==> config.mk <==
export PLATFORM = sky130hd
export DESIGN_NAME = irq_flag_top
export DESIGN_NICKNAME = d
export VERILOG_FILES = /design/src/irq_flag_pkg.sv /design/src/irq_evt_if.sv /design/src/irq_set_logic.sv /design/src/irq_flag_top.sv
export VERILOG_INCLUDE_DIRS = /design/src
export SDC_FILE = /design/constraint.sdc
export NUM_CORES = 1
export LEC_CHECK = 0
export BUFFER_PORTS_ARGS = -buffer_cell sky130_fd_sc_hd__buf_2
export CAP_MARGIN = 20
export CORE_MARGIN = 2
export CORE_UTILIZATION = 48
export CTS_CLUSTER_DIAMETER = 150
export CTS_CLUSTER_SIZE = 16
export DETAILED_ROUTE_END_ITERATION = 10
export PLACE_DENSITY = 0.85
export SLEW_MARGIN = 0
export SYNTH_ARGS = -nofsm -noshare
export SYNTH_HDL_FRONTEND = slang
export SYNTH_SLANG_ARGS = --single-unit
export TNS_END_PERCENT = 50
==> constraint.sdc <==
create_clock -name clk_i -period 1.6 [get_ports clk_i]
set_clock_uncertainty 0.05 [all_clocks]
set_input_delay 0 -clock clk_i [delete_from_list [all_inputs] [get_ports clk_i]]
set_output_delay 0 -clock clk_i [all_outputs]
set_load 0.03 [all_outputs]
==> src/irq_flag_defines.svh <==
// register offsets, field positions, reset values for the request flag block
`ifndef IRQ_FLAG_DEFINES_SVH
`define IRQ_FLAG_DEFINES_SVH

// ****************************************************************
// register map (8-bit data, byte addresses)
// ****************************************************************
`define ADDR_W               4
`define DATA_W               8
`define CTRL_REG_ADDR        4'h0
`define MODE_REG_ADDR        4'h1
`define CAUSE_REG_ADDR       4'h2

// ****************************************************************
// bus_control_register fields
// ****************************************************************
`define CTRL_ACK_EN_BIT      3
`define CTRL_FLAG_BIT        1
`define CTRL_RESET           8'h00

// ****************************************************************
// mode register fields
// ****************************************************************
`define MODE_MASTER_BIT      0
`define MODE_WAIT_BIT        1
`define MODE_FF_FMT_BIT      2
`define MODE_FF_FMT2_BIT     3
`define MODE_AL_IRQ_EN_BIT   4
`define MODE_STOP_MASK_BIT   5
`define MODE_RESET           8'h00

// ****************************************************************
// cause register fields (sticky while the flag is set)
// ****************************************************************
`define CAUSE_START_BIT      0
`define CAUSE_XFER_END_BIT   1
`define CAUSE_ADDR_BIT       2
`define CAUSE_ACK_BIT        3
`define CAUSE_ARB_BIT        4
`define CAUSE_STOP_BIT       5
`define CAUSE_BUFFER_BIT     6
`define CAUSE_W              7

`endif

==> src/irq_flag_pkg.sv <==
// types shared by the request flag block
package irq_flag_pkg;

  // frame format as selected by the two first-frame format bits
  typedef enum logic [1:0] {
    FMT_I2C,
    FMT_SYNC
  } format_type;

  // configuration seen by the set logic
  typedef struct packed {
    logic master;
    logic wait_en;
    logic ff_fmt;
    logic ff_fmt2;
    logic ack_en;
    logic al_irq_en;
    logic stop_mask;
  } config_type;

  // one-cycle events from the shift engine and buffers, plus the transmit level
  typedef struct packed {
    logic start_det;
    logic first_tx_empty;
    logic clk8_fall;
    logic clk8_rise;
    logic clk9_rise;
    logic addr_after_al;
    logic ack_one;
    logic arb_lost;
    logic match_one;
    logic match_two;
    logic general_call;
    logic stop_det;
    logic error_stop;
    logic restart_det;
    logic tx_mode;
    logic tx_move;
    logic rx_move;
  } event_type;

endpackage

==> src/irq_evt_if.sv <==
// carrier between the register side and the set logic
`timescale 1ns/1ps
`default_nettype none
`include "irq_flag_defines.svh"
interface irq_evt_if;
  irq_flag_pkg::config_type cfg;
  irq_flag_pkg::event_type  evt;
  logic                     set_req;
  logic [`CAUSE_W-1:0]      cause;

  modport regs (output cfg, output evt, input set_req, input cause);
  modport setl (input cfg, input evt, output set_req, output cause);
endinterface
`default_nettype wire

==> src/irq_set_logic.sv <==
// set-condition qualifier for the interrupt request flag
`timescale 1ns/1ps
`default_nettype none
`include "irq_flag_defines.svh"
module irq_set_logic (
  input  wire logic clk_i,
  input  wire logic rstn_i,
  irq_evt_if.setl   bus
);

  typedef struct packed {
    logic addr_session;
    logic gc_session;
  } set_state_type;

  set_state_type       s_q;
  set_state_type       s_d;
  logic [`CAUSE_W-1:0] c;
  logic                sync_fmt;
  logic                i2c_m;
  logic                i2c_s;

  always_comb begin
    s_d = s_q;
    c = '0;
    // both format bits high selects the clocked synchronous format
    sync_fmt = bus.cfg.ff_fmt & bus.cfg.ff_fmt2;
    i2c_m = !sync_fmt && bus.cfg.master;
    i2c_s = !sync_fmt && !bus.cfg.master;
    // ****************************************************************
    // i2c master
    // ****************************************************************
    if (i2c_m) begin
      if (bus.evt.start_det && bus.evt.first_tx_empty) c[`CAUSE_START_BIT] = 1'b1;
      if (bus.cfg.wait_en && bus.evt.clk8_fall) c[`CAUSE_XFER_END_BIT] = 1'b1;
      if (!bus.cfg.wait_en && bus.evt.clk9_rise) c[`CAUSE_XFER_END_BIT] = 1'b1;
      if (bus.evt.addr_after_al) c[`CAUSE_ADDR_BIT] = 1'b1;
      if (bus.cfg.al_irq_en && bus.evt.arb_lost) c[`CAUSE_ARB_BIT] = 1'b1;
    end
    // ****************************************************************
    // i2c slave
    // ****************************************************************
    if (i2c_s) begin
      if (bus.evt.match_one || bus.evt.match_two) begin
        c[`CAUSE_ADDR_BIT] = 1'b1;
        s_d.addr_session = 1'b1;
      end
      if (bus.evt.general_call) begin
        c[`CAUSE_ADDR_BIT] = 1'b1;
        s_d.gc_session = 1'b1;
      end
      if (s_q.addr_session && bus.evt.clk9_rise) c[`CAUSE_XFER_END_BIT] = 1'b1;
      // general call is receive only
      if (s_q.gc_session && bus.evt.clk9_rise && !bus.evt.tx_mode) begin
        c[`CAUSE_XFER_END_BIT] = 1'b1;
      end
      if (!bus.cfg.stop_mask && (bus.evt.stop_det || bus.evt.error_stop)) begin
        c[`CAUSE_STOP_BIT] = 1'b1;
      end
    end
    // a session ends at restart or stop in any mode
    if (bus.evt.restart_det || bus.evt.stop_det || bus.evt.error_stop) begin
      s_d.addr_session = 1'b0;
      s_d.gc_session = 1'b0;
    end
    if (!sync_fmt && bus.cfg.ack_en && bus.evt.ack_one) c[`CAUSE_ACK_BIT] = 1'b1;
    // ****************************************************************
    // clocked synchronous format
    // ****************************************************************
    if (sync_fmt) begin
      if (bus.evt.clk8_rise) c[`CAUSE_XFER_END_BIT] = 1'b1;
      if (bus.evt.start_det) c[`CAUSE_START_BIT] = 1'b1;
    end
    // ****************************************************************
    // any mode: start in transmit mode and buffer moves
    // ****************************************************************
    if (bus.evt.start_det && bus.evt.tx_mode && bus.evt.first_tx_empty) c[`CAUSE_START_BIT] = 1'b1;
    if (bus.evt.tx_move || bus.evt.rx_move) c[`CAUSE_BUFFER_BIT] = 1'b1;
    bus.set_req = |c;
    bus.cause = c;
  end

  always_ff @(posedge clk_i or negedge rstn_i) begin
    if (!rstn_i) begin
      s_q <= '0;
    end else begin
      s_q <= s_d;
    end
  end

endmodule
`default_nettype wire

==> src/irq_flag_top.sv <==
// interrupt request flag of the two-wire serial interface, with its registers
//
// Function
// - flag is bit 1 of bus_control_register, resets to 0, drives request
// - set timing depends on format bits and wait bit; set set on ack check
// - master: start seen after issue with transmit-empty for first frame sets flag
// - master with wait: set at 8th clock fall
// - master without wait: set at 9th clock rise
// - master: slave address received after arbitration loss sets flag
// - i2c format: ack check enabled and received acknowledge of 1 sets flag
// - master: arbitration lost with its enable set sets flag
// - slave: own address match sets flag, then each 9th rise until restart or stop
// - slave: general call sets flag, then each receive end until restart or stop
// - slave: stop or error stop with mask clear sets flag
// - synchronous format: 8th clock rise or start detection sets flag
// - start detected in transmit mode with transmit-empty sets flag
// - transmit or receive buffer move sets flag
// - software clear only by writing 0 after reading flag as 1
// - transfer controller data register access clears flag
// - automatic clear lets controller transfers run without the cpu
//
// Our own choices: the plain strobed port and the placing of the registers.
`timescale 1ns/1ps
`default_nettype none
`include "irq_flag_defines.svh"
module irq_flag_top (
  input  wire logic               clk_i,
  input  wire logic               rstn_i,
  // ****************************************************************
  // register port
  // ****************************************************************
  input  wire logic [`ADDR_W-1:0] addr_i,
  input  wire logic [`DATA_W-1:0] wdata_i,
  input  wire logic               we_i,
  input  wire logic               re_i,
  output logic      [`DATA_W-1:0] rdata_o,
  // ****************************************************************
  // events from the shift engine and buffers, same clock
  // ****************************************************************
  input  wire logic               start_det_i,
  input  wire logic               first_tx_empty_i,
  input  wire logic               clk8_fall_i,
  input  wire logic               clk8_rise_i,
  input  wire logic               clk9_rise_i,
  input  wire logic               addr_after_al_i,
  input  wire logic               ack_one_i,
  input  wire logic               arb_lost_i,
  input  wire logic               match_one_i,
  input  wire logic               match_two_i,
  input  wire logic               general_call_i,
  input  wire logic               stop_det_i,
  input  wire logic               error_stop_i,
  input  wire logic               restart_det_i,
  input  wire logic               tx_mode_i,
  input  wire logic               tx_move_i,
  input  wire logic               rx_move_i,
  // ****************************************************************
  // data transfer controller access to the data register
  // ****************************************************************
  input  wire logic               dtc_access_i,
  // ****************************************************************
  // outputs
  // ****************************************************************
  output logic                    interrupt_request_flag_o,
  output logic                    ack_check_enable_o,
  output logic                    master_o,
  output logic                    wait_en_o
);

  // ****************************************************************
  // state
  // ****************************************************************
  typedef struct packed {
    logic                flag;
    logic                read_seen;
    logic                ack_en;
    logic [`DATA_W-1:0]  mode;
    logic [`CAUSE_W-1:0] cause;
    logic [`DATA_W-1:0]  rdata;
  } top_state_type;

  top_state_type s_q;
  top_state_type s_d;
  logic          sw_clear;
  logic          hw_clear;

  irq_evt_if evt_bus ();

  // ****************************************************************
  // feed the set logic
  // ****************************************************************
  assign evt_bus.cfg.master    = s_q.mode[`MODE_MASTER_BIT];
  assign evt_bus.cfg.wait_en   = s_q.mode[`MODE_WAIT_BIT];
  assign evt_bus.cfg.ff_fmt    = s_q.mode[`MODE_FF_FMT_BIT];
  assign evt_bus.cfg.ff_fmt2   = s_q.mode[`MODE_FF_FMT2_BIT];
  assign evt_bus.cfg.ack_en    = s_q.ack_en;
  assign evt_bus.cfg.al_irq_en = s_q.mode[`MODE_AL_IRQ_EN_BIT];
  assign evt_bus.cfg.stop_mask = s_q.mode[`MODE_STOP_MASK_BIT];

  assign evt_bus.evt.start_det      = start_det_i;
  assign evt_bus.evt.first_tx_empty = first_tx_empty_i;
  assign evt_bus.evt.clk8_fall      = clk8_fall_i;
  assign evt_bus.evt.clk8_rise      = clk8_rise_i;
  assign evt_bus.evt.clk9_rise      = clk9_rise_i;
  assign evt_bus.evt.addr_after_al  = addr_after_al_i;
  assign evt_bus.evt.ack_one        = ack_one_i;
  assign evt_bus.evt.arb_lost       = arb_lost_i;
  assign evt_bus.evt.match_one      = match_one_i;
  assign evt_bus.evt.match_two      = match_two_i;
  assign evt_bus.evt.general_call   = general_call_i;
  assign evt_bus.evt.stop_det       = stop_det_i;
  assign evt_bus.evt.error_stop     = error_stop_i;
  assign evt_bus.evt.restart_det    = restart_det_i;
  assign evt_bus.evt.tx_mode        = tx_mode_i;
  assign evt_bus.evt.tx_move        = tx_move_i;
  assign evt_bus.evt.rx_move        = rx_move_i;

  irq_set_logic u_set (
    .clk_i  (clk_i),
    .rstn_i (rstn_i),
    .bus    (evt_bus.setl)
  );

  // ****************************************************************
  // flag, registers and read path
  // ****************************************************************
  always_comb begin
    s_d = s_q;
    s_d.rdata = '0;
    // a write of 0 counts only if the last control register read since any write saw the flag at 1
    sw_clear = we_i && (addr_i == `CTRL_REG_ADDR)
               && !wdata_i[`CTRL_FLAG_BIT] && s_q.read_seen;
    // controller access clears so chained transfers need no cpu
    hw_clear = dtc_access_i;

    if (we_i) begin
      s_d.read_seen = 1'b0;
      case (addr_i)
        `CTRL_REG_ADDR: begin
          s_d.ack_en = wdata_i[`CTRL_ACK_EN_BIT];
        end
        `MODE_REG_ADDR: begin
          s_d.mode = wdata_i;
        end
        default: begin
        end
      endcase
    end

    if (re_i) begin
      case (addr_i)
        `CTRL_REG_ADDR: begin
          s_d.rdata[`CTRL_ACK_EN_BIT] = s_q.ack_en;
          s_d.rdata[`CTRL_FLAG_BIT] = s_q.flag;
          s_d.read_seen = s_q.flag;
        end
        `MODE_REG_ADDR: begin
          s_d.rdata = s_q.mode;
        end
        `CAUSE_REG_ADDR: begin
          s_d.rdata = {1'b0, s_q.cause};
        end
        default: begin
          s_d.rdata = '0;
        end
      endcase
    end

    if (sw_clear || hw_clear) begin
      s_d.flag = 1'b0;
      s_d.cause = '0;
    end
    // set last so a coincident event is never lost
    if (evt_bus.set_req) begin
      s_d.flag = 1'b1;
      s_d.cause = s_d.cause | evt_bus.cause;
    end
  end

  always_ff @(posedge clk_i or negedge rstn_i) begin
    if (!rstn_i) begin
      s_q.flag <= 1'b0;
      s_q.read_seen <= 1'b0;
      s_q.ack_en <= 1'(`CTRL_RESET >> `CTRL_ACK_EN_BIT);
      s_q.mode <= `MODE_RESET;
      s_q.cause <= '0;
      s_q.rdata <= '0;
    end else begin
      s_q <= s_d;
    end
  end

  assign rdata_o = s_q.rdata;
  assign interrupt_request_flag_o = s_q.flag;
  assign ack_check_enable_o = s_q.ack_en;
  assign master_o = s_q.mode[`MODE_MASTER_BIT];
  assign wait_en_o = s_q.mode[`MODE_WAIT_BIT];

endmodule
`default_nettype wire

==> Word-level counts from Yosys, hierarchy flattened <==
Index checks and enable logic that the tools add are counted.
{ "word_totals": {"ff_bits": 28, "in_bits": 34, "word_cells": 90} }
{ "classes": {"eq_ne": 2, "n_reduce_logical": 39, "mux": 39, "bitwise": 2} }
{ "op_table": {"columns": ["operator", "n"], "rows": [
  ["1-bit 2-to-1 mux", 24],
  ["1-bit logical AND", 17],
  ["8-bit 2-to-1 mux", 2],
  ["7-bit 2-to-1 mux", 2],
  ["10-bit 2-to-1 mux", 1],
  ["2-bit 2-to-1 mux", 4],
  ["4-bit case mux with 2 select lines", 1],
  ["2-bit AND reduction", 4],
  ["2-bit nonzero test", 4],
  ["7-bit OR", 1],
  ["7-bit OR reduction", 1],
  ["1-bit logical NOT", 6],
  ["1-bit logical OR", 6],
  ["1-bit case mux with 3 select lines", 2],
  ["4-bit by 1-bit == test with 1-bit output (second input constant)", 1],
  ["4-bit by 2-bit == test with 1-bit output (second input constant)", 1],
  ["4-bit logical NOT", 1],
  ["1-bit case mux with 2 select lines", 2],
  ["3-bit 2-to-1 mux", 1],
  ["1-bit bitwise AND", 1]
]} }

==> Logic depth before layout (Yosys ltp) <==
{ "depth": {"word_depth": 12, "mapped_depth": 5, "mapped_depth_nobuf": 4} }

==> Cells and area by module <==
From an unflattened synthesis, not the netlist that was laid out.
{ "hier_totals": {"cells_unflattened": 114, "area_unflattened_um2": 1353.8} }
{ "modules_own_cells": {"columns": ["module", "instances", "cells_per_inst", "area_per_inst_um2"], "rows": [
  ["irq_flag_top", 1, 87, 1144.8],
  ["irq_set_logic", 1, 27, 209.0]
]} }

==> Worst setup path before layout <==
No wires, ideal clock.
{ "synth_path": {"path_kind": "register to register", "start": "reg s_q, in the netlist master_o", "end": "reg s_q, in the netlist interrupt_request_flag_o", "t_required_ns": 1.421, "arrival_ns": 1.421, "path_stages_with_launch": 5, "setup_ns": 0.129, "n_path_buf": 1, "slack_ns": 0.000, "path_cell_list": "dfrtp_1 > buf_6 > o311ai_1 > a31oi_1 > a2111o_1"} }
{ "synth_between": {"elab_chain_cells": 9, "elab_cells_between_ends": 18, "cone_classes": "mux: 13; reduce/logical: 5"} }
{ "synth_rtl": {"columns": ["item", "line_no", "source"], "rows": [
  ["from (decl)", "irq_flag_top.sv:82", "top_state_type s_q;"],
  ["1-bit logical AND", "irq_set_logic.sv:28", "i2c_m = !sync_fmt && bus.cfg.master;"],
  ["3-bit 2-to-1 mux", "irq_set_logic.sv:33", "if (i2c_m) begin"],
  ["1-bit 2-to-1 mux", "irq_set_logic.sv:52", "if (s_q.addr_session && bus.evt.clk9_rise) c[`CAUSE_XFER_END_BIT] = 1'b1;"],
  ["1-bit 2-to-1 mux", "irq_set_logic.sv:54", "if (s_q.gc_session && bus.evt.clk9_rise && !bus.evt.tx_mode) begin"],
  ["2-bit 2-to-1 mux", "irq_set_logic.sv:43", "if (i2c_s) begin"],
  ["1-bit 2-to-1 mux", "irq_set_logic.sv:71", "if (bus.evt.clk8_rise) c[`CAUSE_XFER_END_BIT] = 1'b1;"],
  ["2-bit 2-to-1 mux", "irq_set_logic.sv:70", "if (sync_fmt) begin"],
  ["7-bit OR reduction *", "irq_set_logic.sv:79", "bus.set_req = |c;"],
  ["1-bit 2-to-1 mux / 2-bit nonzero test (equally long branches)", null, null]
]} }
Every way passes the cells marked *; elsewhere a longest branch is shown, timed or not.
A chain may end at the register's enable or synchronous reset.

==> run_summary.xml <==
<?xml version="1.0" encoding="UTF-8"?>
<metrics>
  <group name="status">
    <metric name="outcome" unit="">finished clean</metric>
  </group>
  <group name="sta">
    <metric name="rsz_0062_raised_after_global_routing" unit="">no</metric>
    <metric name="report.final.slew_viol_count" unit="">0</metric>
    <metric name="timing.final.crit_share" unit="">0.962</metric>
    <metric name="setup-violations-final" unit="">0</metric>
    <metric name="hold_violations" unit="">0</metric>
    <metric name="maxClockFrequency" unit="GHz">0.650</metric>
    <metric name="finalWorstPathRequiredPeriod" unit="ns">1.54</metric>
    <metric name="fin_worst_hold_slack" unit="ns">0.0383</metric>
    <metric name="least_margin_pin_slew" unit="ns">0.600</metric>
    <metric name="slew_headroom" unit="">0.600</metric>
    <metric name="timing.setup.tns" unit="ns">0</metric>
  </group>
  <group name="critical_path">
    <metric name="critPathKind" unit="">reg2reg</metric>
    <metric name="worst-endpoint-arrival" unit="ns">1.76</metric>
    <metric name="critPathRequiredTime" unit="ns">1.82</metric>
    <metric name="cp-start-kind" unit="">flip-flop</metric>
    <metric name="worst_setup_path_end_kind" unit="">flip-flop</metric>
    <metric name="timing.critical_path.fanout_max" unit="">8</metric>
  </group>
  <group name="placed_design">
    <metric name="port-buffer-count" unit="">45</metric>
    <metric name="gp_congestion" unit="">0.853</metric>
    <metric name="hpwl" unit="um">2130</metric>
    <metric name="dpl_cell_area" unit="um2">1500</metric>
  </group>
  <group name="clock_tree">
    <metric name="cts_htree_levels" unit="">1</metric>
    <metric name="clk-insertion-delay-late" unit="ns">0.32</metric>
    <metric name="tritoncts" unit="">yes</metric>
    <metric name="root_driver" unit="">sky130_fd_sc_hd__clkbuf_4</metric>
    <metric name="numCtsBuffers" unit="">3</metric>
    <metric name="buffer_levels_on_the_longest_clock_path" unit="">2</metric>
    <metric name="numClockSinks" unit="">28</metric>
    <metric name="cts_resized" unit="">0</metric>
    <metric name="clk_pin_slew" unit="ns">0.14</metric>
  </group>
  <group name="route">
    <metric name="detail-route-antenna-nets" unit="">0</metric>
    <metric name="wl_per_cell" unit="um">14.3</metric>
    <metric name="vias" unit="">1100</metric>
    <metric name="drtIter0Drc" unit="">33</metric>
    <metric name="drt_pre_antenna_iters" unit="">4</metric>
    <metric name="vias_per_cell" unit="">5.34</metric>
    <metric name="post-route-drc-count" unit="">0</metric>
    <metric name="wirelength" unit="um">2950</metric>
  </group>
  <group name="floorplanning">
    <metric name="starting_density_of_the_core" unit="">0.516</metric>
    <metric name="fp.dieW" unit="um">56.1</metric>
    <metric name="io-pin-count" unit="">46</metric>
    <metric name="core-area" unit="um2">2520</metric>
    <metric name="dieArea" unit="um2">3140</metric>
    <metric name="fp-row-count" unit="">18</metric>
    <metric name="die_h" unit="um">56.1</metric>
  </group>
  <group name="global_route">
    <metric name="grt_pass1_wl" unit="um">4900</metric>
    <metric name="top_usage_layer" unit="">met2</metric>
    <metric name="pin_count_of_the_biggest_net_entering_global_routing" unit="">29</metric>
    <metric name="gr-usage-met1" unit="">0.241</metric>
    <metric name="groute.usage.overall" unit="">0.195</metric>
    <metric name="first_global_vias" unit="">1084</metric>
    <metric name="grt_antenna_before_repair" unit="">0</metric>
    <metric name="gr-total-overflow" unit="">0</metric>
    <metric name="use_met3" unit="">0.0488</metric>
    <metric name="globalRouteMet2Util" unit="">0.355</metric>
  </group>
  <group name="layout">
    <metric name="final_nets" unit="">211</metric>
    <metric name="final_layout_size_suffix_gt1_frac" unit="">0.375</metric>
    <metric name="antennaDiodeCount" unit="">0</metric>
    <metric name="syn2layout_area_growth" unit="%">33.9</metric>
    <metric name="finish.instance_area" unit="um2">1740</metric>
    <metric name="final_cell_mix" unit="">sky130_fd_sc_hd__buf_2 (45), sky130_fd_sc_hd__dfrtp_1 (28), sky130_fd_sc_hd__dlygate4sd3_1 (21), sky130_fd_sc_hd__nor2_1 (13), sky130_fd_sc_hd__nand2_1 (12)</metric>
    <metric name="layout_commonest_cell" unit="">sky130_fd_sc_hd__buf_2</metric>
  </group>
  <group name="synth">
    <metric name="synth.lib_cells_used.distinct" unit="">32</metric>
    <metric name="postSynthNetCount" unit="">149</metric>
    <metric name="syn_avg_cell_area" unit="um2">11.3</metric>
    <metric name="synthesis.instances" unit="">115</metric>
    <metric name="number_of_synthesized_flops_with_an_enable_pin" unit="">0</metric>
    <metric name="synthFlopType" unit="">sky130_fd_sc_hd__dfrtp_1</metric>
    <metric name="synth-warning-count" unit="">0</metric>
    <metric name="synth_seq_cells" unit="">28</metric>
    <metric name="mapped_area" unit="um2">1300</metric>
    <metric name="synth-seq-area-share" unit="">0.538</metric>
    <metric name="synth_async_reset_ratio" unit="">1.00</metric>
  </group>
  <group name="flow_run">
    <metric name="drv_cap" unit="">0</metric>
  </group>
  <group name="pwr">
    <metric name="power.total" unit="mW">1.64</metric>
    <metric name="cellLeakagePower" unit="nW">0.849</metric>
    <metric name="ir_worst_vdd" unit="uV">1100</metric>
    <metric name="power.density" unit="nW/um2">940</metric>
  </group>
  <group name="min_path">
    <metric name="min-delay-path-class" unit="">in2reg</metric>
  </group>
</metrics>
kinds of logic (layout without fill, tap and decap cells):
| kind of cell | count (synthesis) | in the layout | share of synthesized area |
|---|---|---|---|
| mux | 11 | 11 | 0.0933 |
| flops | 28 | 28 | 0.538 |
| compound gates | 24 | 24 | 0.151 |
| buf+inv | 13 | 74 | 0.0692 |
| simple gates | 39 | 39 | 0.148 |
metal layers:
| layer | up-vias | part of all wire |
|---|---|---|
| met5 | - | 0 |
| met4 | 0 | 0.011 |
| met3 | 7 | 0.066 |
| met2 | 48 | 0.53 |
| met1 | 518 | 0.39 |
| li1 | 527 | - |
cells in the mapped netlist (3+ instances only):
library cell	n	area share
sky130_fd_sc_hd__dfrtp_1	28	0.54
sky130_fd_sc_hd__nor2_1	13	0.038
sky130_fd_sc_hd__nand2_1	12	0.035
sky130_fd_sc_hd__buf_4	9	0.052
sky130_fd_sc_hd__mux2_2	9	0.078
sky130_fd_sc_hd__a21oi_1	5	0.019
sky130_fd_sc_hd__a22oi_1	5	0.029
sky130_fd_sc_hd__nor2b_1	3	0.014
sequential cells by signal (all words and copies together), names as in the netlist:
register,count
rdata_o,8
u_set.s_q,2
ack_check_enable_o,1
evt_bus.cfg,4
wait_en_o,1
s_q,10
master_o,1
interrupt_request_flag_o,1
where the power goes:
part           leakage (nW)  internal [mW]  switching, mW
logic                 0.474          0.203          0.212
registers             0.354          0.807         0.0811
clock network        0.0210          0.139          0.197
path summary, 6_finish.rpt:
check / cells after the start / from / end / slack, ns
max: 4 / s_q[24]$_DFF_PN0_ / s_q[12]$_DFF_PN0_ / 0.06
max in group asynchronous: 2 / rstn_i / rdata_o[7]$_DFF_PN0_ / 0.96
min: 4 / addr_i[3] / ack_check_enable_o$_DFFE_PN0N_ / 0.04
min reg2reg: 2 / s_q[22]$_DFFE_PN0P_ / rdata_o[7]$_DFF_PN0_ / 0.46
max reg2reg: 4 / s_q[24]$_DFF_PN0_ / s_q[12]$_DFF_PN0_ / 0.06
min in group asynchronous: 2 / rstn_i / wait_en_o$_DFFE_PN0P_ / 0.14
area by class of cell:
| class | count | area, um2 |
|---|---|---|
| well taps | 30 | 37.5 |
| repair buffers | 68 | 450 |
| clock buffers | 4 | 36.3 |
| multi-input cells | 74 | 510 |
| flip-flops and latches | 28 | 701 |
| inverters | 2 | 7.51 |
| fillers | 185 | 779 |
through the flow:
step           setup slack, ns  instances   util
3_5_place_dp             0.105        181  0.593
3_3_place_gp             0.173        181  0.593
4_1_cts                 0.0763        206  0.691
5_1_grt               0.000784        206  0.691
6_report                0.0610        206  0.691
2_1_floorplan         0.000311        115      -
critical path, cell delays in order (launching register included):
cell and delay (ns):
sky130_fd_sc_hd__dfrtp_1 0.44, sky130_fd_sc_hd__a41oi_4 0.30, sky130_fd_sc_hd__nand2_1 0.09, sky130_fd_sc_hd__nand2_1 0.06
sky130_fd_sc_hd__dlygate4sd3_1 0.54
repair_timing:
action,CTS,global route
buffers inserted,0,0
hold buffers,21,0
endpoints found under the hold margin,48,0
No activity file was read; power rests on OpenSTA's default activity.
